===== config.mk =====
export PLATFORM = sky130hd
export DESIGN_NAME = ccm_cpu_clock_ctrl
export DESIGN_NICKNAME = d
export VERILOG_FILES = /design/src/include/ccm_pkg.sv /design/src/rtl/ccm_cpu_clock_ctrl.sv
export SDC_FILE = /design/constraint.sdc
export NUM_CORES = 1
export LEC_CHECK = 0
export ABC_AREA = 1
export BUFFER_PORTS_ARGS = -buffer_cell sky130_fd_sc_hd__buf_2
export CORE_MARGIN = 2
export CORE_UTILIZATION = 44
export CTS_BUF_LIST = sky130_fd_sc_hd__clkbuf_8
export CTS_CLUSTER_DIAMETER = 30
export DETAILED_ROUTE_END_ITERATION = 12
export PLACE_DENSITY = 0.75
export SYNTH_ARGS = -nofsm -noshare
export SYNTH_HDL_FRONTEND = slang
export SYNTH_SLANG_ARGS = --single-unit

===== constraint.sdc =====
create_clock -name clk -period 1.7 [get_ports clk]
set_clock_uncertainty 0.2 [all_clocks]
set_input_delay 0.34 -clock clk [delete_from_list [all_inputs] [get_ports clk]]
set_output_delay 0.34 -clock clk [all_outputs]
set_load 0.03 [all_outputs]

===== src/include/ccm_pkg.sv =====
package ccm_pkg;

  // ---------------------------------------------------------------
  // register byte offsets (one aligned word each)
  // ---------------------------------------------------------------
  localparam logic [7:0] PROCESSOR_CLOCK_CTRL_OFF = 8'h00;
  localparam logic [7:0] MAIN_CLOCK_MODE_REG_OFF  = 8'h04;
  localparam logic [7:0] MAIN_OSC_CTRL_OFF        = 8'h08;
  localparam logic [7:0] RING_OSC_MODE_REG_OFF    = 8'h0C;

  // ---------------------------------------------------------------
  // field positions
  // ---------------------------------------------------------------
  localparam int SUBSYS_HALT_BIT  = 7;
  localparam int SUBSYS_STAT_BIT  = 5;
  localparam int SUBSYS_SEL_BIT   = 4;
  localparam int MAIN_SRC_SEL_BIT = 0;
  localparam int MAIN_SRC_STA_BIT = 1;
  localparam int MAIN_OSC_STP_BIT = 7;
  localparam int RING_OSC_STP_BIT = 0;

  // ---------------------------------------------------------------
  // reset values and timing
  // ---------------------------------------------------------------
  localparam logic       MAIN_SRC_SEL_RST = 1'b0;
  localparam logic       MAIN_OSC_STP_RST = 1'b0;
  localparam logic [4:0] SW_RING_SWITCH   = 5'h02;
  localparam logic [4:0] SW_SUBSYS_SWITCH = 5'h10;

  // ---------------------------------------------------------------
  // types
  // ---------------------------------------------------------------
  typedef enum logic [3:0]
  {
    CCM_RING   = 4'h1,
    CCM_MAIN   = 4'h2,
    CCM_SUBSYS = 4'h4,
    CCM_SWITCH = 4'h8
  } ccm_mode_e;

  typedef struct packed
  {
    logic        psel;
    logic        penable;
    logic        pwrite;
    logic [7:0]  paddr;
    logic [31:0] pwdata;
  } ccm_apb_req_s;

  typedef struct packed
  {
    logic        pready;
    logic        pslverr;
    logic [31:0] prdata;
  } ccm_apb_rsp_s;

  typedef struct packed
  {
    logic main_osc_run;
    logic ring_osc_run;
    logic cpu_on_main;
    logic cpu_on_subsys;
  } ccm_clk_ctl_s;

endpackage


===== src/rtl/ccm_cpu_clock_ctrl.sv =====
`timescale 1ns/1ps
module ccm_cpu_clock_ctrl
#(
  parameter bit RING_SW_STOPPABLE = 1'b1
)
(
  // clock and reset
  input  wire logic                  clk,
  input  wire logic                  resetn,
  // register bus
  input  wire ccm_pkg::ccm_apb_req_s apb_req,
  output      ccm_pkg::ccm_apb_rsp_s apb_rsp,
  // oscillator and mux control
  output      ccm_pkg::ccm_clk_ctl_s clk_ctl
);
  import ccm_pkg::*;

  typedef struct packed
  {
    ccm_mode_e     mode;
    ccm_mode_e     target;
    logic [4:0]    wait_cnt;
    logic          subsys_halt;
    logic          subsys_sel;
    logic          main_sel;
    logic          main_stop;
    logic          ring_stop;
    logic          subsys_status;
    logic          main_status;
    ccm_apb_rsp_s  rsp;
    ccm_clk_ctl_s  ctl;
  } ccm_state_s;

  ccm_state_s state_reg;
  ccm_state_s state_next;

  // ---------------------------------------------------------------
  // register read decode
  // ---------------------------------------------------------------
  function automatic logic [31:0] read_word(input ccm_state_s s, input logic [7:0] a);
    logic [31:0] w;
    w = 32'h0000_0000;
    case (a)
      PROCESSOR_CLOCK_CTRL_OFF:
      begin
        w[SUBSYS_HALT_BIT] = s.subsys_halt;
        w[SUBSYS_SEL_BIT]  = s.subsys_sel;
        w[SUBSYS_STAT_BIT] = s.subsys_status;   // read-only
      end
      MAIN_CLOCK_MODE_REG_OFF:
      begin
        w[MAIN_SRC_SEL_BIT] = s.main_sel;
        w[MAIN_SRC_STA_BIT] = s.main_status;    // read-only
      end
      MAIN_OSC_CTRL_OFF:     w[MAIN_OSC_STP_BIT] = s.main_stop;
      RING_OSC_MODE_REG_OFF: w[RING_OSC_STP_BIT] = s.ring_stop;
      default:               w = 32'h0000_0000;
    endcase
    return w;
  endfunction

  function automatic logic addr_mapped(input logic [7:0] a);
    return (a == PROCESSOR_CLOCK_CTRL_OFF) || (a == MAIN_CLOCK_MODE_REG_OFF) ||
           (a == MAIN_OSC_CTRL_OFF) || (a == RING_OSC_MODE_REG_OFF);
  endfunction

  // ---------------------------------------------------------------
  // next state
  // ---------------------------------------------------------------
  always_comb
  begin
    logic access;
    logic done;
    logic wr;
    access     = 1'b0;
    done       = 1'b0;
    wr         = 1'b0;
    state_next = state_reg;
    // registered answer: pready high in the second cycle of every access phase
    access = apb_req.psel && apb_req.penable && !state_reg.rsp.pready;
    // the write lands at the edge that completes the transfer, where the master
    // sees pready high, so register state and bus handshake always agree
    done   = apb_req.psel && apb_req.penable && state_reg.rsp.pready;
    wr     = done && apb_req.pwrite && addr_mapped(apb_req.paddr);
    state_next.rsp.pready  = access;
    state_next.rsp.pslverr = access && !addr_mapped(apb_req.paddr);
    state_next.rsp.prdata  = (access && !apb_req.pwrite) ?
                             read_word(state_reg, apb_req.paddr) : 32'h0000_0000;

    // software writes to setting flags; status bits are not writable
    if (wr)
    begin
      case (apb_req.paddr)
        PROCESSOR_CLOCK_CTRL_OFF:
        begin
          state_next.subsys_halt = apb_req.pwdata[SUBSYS_HALT_BIT];
          state_next.subsys_sel  = apb_req.pwdata[SUBSYS_SEL_BIT];
        end
        MAIN_CLOCK_MODE_REG_OFF: state_next.main_sel  = apb_req.pwdata[MAIN_SRC_SEL_BIT];
        MAIN_OSC_CTRL_OFF:       state_next.main_stop = apb_req.pwdata[MAIN_OSC_STP_BIT];
        RING_OSC_MODE_REG_OFF:   state_next.ring_stop = apb_req.pwdata[RING_OSC_STP_BIT];
        default:                 state_next.main_sel  = state_reg.main_sel;
      endcase
    end

    // ---------------------------------------------------------------
    // mode sequencer
    // ---------------------------------------------------------------
    // old clock kept until the wait count expires; an illegal setting flag
    // stays stored and acts as soon as a later mode permits it
    case (state_reg.mode)
      CCM_RING:
      begin
        // illegal direct jump to subsystem is ignored; software must go via main
        if (state_reg.main_sel)
        begin
          state_next.mode     = CCM_SWITCH;
          state_next.target   = CCM_MAIN;
          state_next.wait_cnt = SW_RING_SWITCH;
        end
      end
      CCM_MAIN:
      begin
        if (state_reg.subsys_sel)
        begin
          state_next.mode     = CCM_SWITCH;
          state_next.target   = CCM_SUBSYS;
          state_next.wait_cnt = SW_SUBSYS_SWITCH;
        end
        else if (!state_reg.main_sel)
        begin
          state_next.mode     = CCM_SWITCH;
          state_next.target   = CCM_RING;
          state_next.wait_cnt = SW_RING_SWITCH;
        end
      end
      CCM_SUBSYS:
      begin
        // only exit is back to main; cleared main_sel is not honoured here
        if (!state_reg.subsys_sel)
        begin
          state_next.mode     = CCM_SWITCH;
          state_next.target   = CCM_MAIN;
          state_next.wait_cnt = SW_SUBSYS_SWITCH;
        end
      end
      CCM_SWITCH:
      begin
        if (state_reg.wait_cnt <= 5'h01)
          state_next.mode = state_reg.target;
        else
          state_next.wait_cnt = state_reg.wait_cnt - 5'h01;
      end
      default: state_next.mode = CCM_RING;
    endcase

    // ---------------------------------------------------------------
    // source status and oscillator control
    // ---------------------------------------------------------------
    // statuses follow the settled mux only, never the write itself; while a
    // switch is in flight the cpu still runs on the old source, so they hold
    if (state_next.mode != CCM_SWITCH)
    begin
      state_next.main_status   = (state_next.mode == CCM_MAIN) ||
                                 (state_next.mode == CCM_SUBSYS);
      state_next.subsys_status = (state_next.mode == CCM_SUBSYS);
    end
    state_next.ctl.cpu_on_main   = state_next.main_status && !state_next.subsys_status;
    state_next.ctl.cpu_on_subsys = state_next.subsys_status;

    // crystal control depends on the source actually driving the cpu
    case (state_next.mode)
      CCM_RING:   state_next.ctl.main_osc_run = !state_next.main_stop;
      CCM_SUBSYS: state_next.ctl.main_osc_run = !state_next.subsys_halt;
      default:    state_next.ctl.main_osc_run = 1'b1;
    endcase

    // ring oscillator may stop only in main or subsystem mode, never while it is the cpu clock or a switch is in flight
    state_next.ctl.ring_osc_run = !(RING_SW_STOPPABLE && state_next.ring_stop &&
                                    state_next.mode != CCM_RING &&
                                    state_next.mode != CCM_SWITCH);
  end

  // ---------------------------------------------------------------
  // state register
  // ---------------------------------------------------------------
  always_ff @(posedge clk or negedge resetn)
  begin
    if (!resetn)
    begin
      state_reg                  <= '0;
      state_reg.mode             <= CCM_RING;
      state_reg.target           <= CCM_RING;
      state_reg.main_sel         <= MAIN_SRC_SEL_RST;
      state_reg.main_stop        <= MAIN_OSC_STP_RST;
      state_reg.ctl.main_osc_run <= 1'b1;
      state_reg.ctl.ring_osc_run <= 1'b1;
    end
    else
      state_reg <= state_next;
  end

  // ---------------------------------------------------------------
  // outputs, straight from the state register
  // ---------------------------------------------------------------
  assign apb_rsp = state_reg.rsp;
  assign clk_ctl = state_reg.ctl;

endmodule


==> impl_metrics.tcl <==
set metrics [dict create \
    regToRegSetupSlack_ns -0.05 \
    drive_gt1_share_pct 39.3 \
    end_kind "flip-flop" \
    drv_cap 0 \
    grt_max_degree 30 \
    grt_overflow 0 \
    hpwl_um 2590 \
    first_global_vias 1409 \
    yosysTopAreaCellShare_pct 34.7 \
    synth_edf_count 0 \
    rows 23 \
    yosysWarnings 0 \
    worst_pin_slew_ns 0.614 \
    yosys.area.top_type "dfrtp_1" \
    ys_ff_latch 29 \
    power_leakage_uw 0.00117 \
    ys_top_cells_by_count "38 x buf_4, 38 x nand2_1, 25 x dfrtp_1, 21 x inv_1, 21 x nor2_1" \
    hold_viol 0 \
    drc 0 \
    placed_cells 310 \
    powerDensity_nw_per_um2 1410 \
    vias 1502 \
    area_growth_syn_to_layout_pct 21.2 \
    hold_slack_ns 0.127 \
    async_flop_share_pct 100 \
    ys_top_cells_by_area "dfrtp_1 35%, buf_4 16%, nand2_1 7.9%" \
    htreeDepth 2 \
    timing.slew.headroom_pct 59.1 \
    hold_class "input port to flip-flop" \
    antenna_found_initial 0 \
    clock_path_buffers 2 \
    place_ws_ns -0.0944 \
    ir_drop_uv 515 \
    timing.final.crit_share_pct 103 \
    routed_via_density 4.62 \
    clkSinkCount 29 \
    synth_area_um2 1800 \
    rsz0062_at_grt "yes" \
    synth-xor-area-share_pct 0 \
    run_status "finished, violations left" \
    ys.flop_type "dfrtp_1" \
    highest_layer "met4" \
    drtPass1Iterations 4 \
    critical_path.max_fanout 4 \
    finalNonFillerCells 325 \
    clock_latency_ns 0.28 \
    grt_pass1_wl_um 6040 \
    required_ns 1.67 \
    yosys.area_share.simple_pct 30.5 \
    drt_iter0_drc 101 \
    largest_reg_flops 18 \
    ant_nets 0 \
    start_kind "flip-flop" \
    start_util_pct 45.4 \
    synth_top_family_by_area "simple AND/OR/NAND/NOR gates" \
    grt.total_usage_pct 17.7 \
    die_area_um2 4630 \
    met2WireLength_um 1790 \
    nNetsFinal 321 \
    avgSynthCellArea_um2 8.01 \
    synth_compound_area_share_pct 4.37 \
    routed_wl_um 3620 \
    fmax_mhz 570 \
    setup_viol 4 \
    place.port_buffers 26 \
    met3_length_um 245 \
    die_width_um 68.0 \
    die_y_um 68.0 \
    path_clk_slew_ns 0.07 \
    yosys.cell_types.count 27 \
    synthAdderAreaFrac_pct 1.39 \
    cts-root-buf "clkbuf_8" \
    period_minus_slack_ns 1.75 \
    slew_violations 0 \
    cts_tree "yes" \
    netlist_instances 225 \
    wire_per_inst_um 11.1 \
    core_um2 3970 \
    gp_congestion 0.826 \
    io_pins 83 \
    wl_met1_um 1490 \
    critical_path_arrival_ns 1.73 \
    cts_buffers 5 \
    muxShareOfSynthArea_pct 0.555 \
    synth_seq_area_share_pct 40.5 \
    postLayoutCoreUtil_pct 55.0 \
    crit_type "flip-flop to flip-flop" \
    antenna_cells 0 \
    final.setup.worst_slack_ns -0.0537 \
    violations "setup timing" \
]
==> final cells by class <==
type                       count  area, um^2
fill                         367        1790
clock inverter                 2        37.5
tap                           50        62.6
clock buffer                   6        82.6
sequential                    29         731
multi-input combinational    154         813
inverter                      29         109
timing repair buffer          55         350
==> kinds of logic after synthesis <==
kind of cell,Yosys count
AOI/OAI and AO/OA,14
adders and majority gates,2
buffers and inverters,68
DFF,29
muxes,1
other,1
and+or+nand+nor,110
==> cells in the final DEF, fill, tap and decap left out, drive strengths merged <==
cell type	count
nand4	3
nor2	30
mux2i	1
dfrtp	25
clkinvlp	1
clkbuf	6
buf	54
nand2	50
and3	1
a21oi	6
o21a	1
ha	2
bufinv	1
dfstp	4
nor4b	1
nor3b	1
nand3	22
conb	27
nor3	2
inv	29
dlygate4sd3	1
o21ai	5
a41oi	1
o211ai	1
==> metal layers <==
metal	GRT usage (%)	vias to the layer above
met5	0	-
met4	7.75	0
met3	5.26	9
met2	28.9	59
met1	21.5	694
li1	-	740
==> worst max-delay path: stages, from the launching register on <==
cell	delay [ns]
dfrtp_1	0.38
buf_4	0.14
nor2_1	0.14
nor2_2	0.07
nor2_4	0.13
nand3_1	0.12
nand2_2	0.13
nand3_2	0.13
nand2_2	0.10
inv_2	0.03
nand2_1	0.05
inv_1	0.03
==> where the power goes <==
| group | switching (uW) | internal, uW |
|---|---|---|
| clock network | 260 | 476 |
| registers | 65.0 | 826 |
| logic | 880 | 570 |
| total | 1210 | 1870 |
==> metrics by stage <==
step	setup TNS [ns]	instance area, um^2	total power [uW]
2_1_floorplan	0	1900	1830
3_3_place_gp	-0.167	1960	2120
3_5_place_dp	-0.346	1960	2160
4_1_cts	-0.0567	2140	3020
5_1_grt	-1.10	2190	3300
6_report	-0.126	2190	3080
==> worst paths after layout <==
kind,cells past startpoint,startpoint,endpoint
max,11,state_reg[45],clk_ctl[1]
max in group asynchronous,2,resetn,state_reg[52]
min in group asynchronous,2,resetn,state_reg[46]
min,3,apb_req[0],state_reg[42]
max reg2reg,11,state_reg[45],clk_ctl[1]
min reg2reg,2,state_reg[50],state_reg[50]
==> repair_timing <==
action | CTS | global route
endpoints found under the hold margin | 25 | 0
pin swaps | 7 | 6
setup buffers | 3 | 3
hold buffers | 1 | 0
gates resized for setup | 6 | 9
endpoints found under the setup margin | 9 | 11
(Power assumes the default switching activity.)
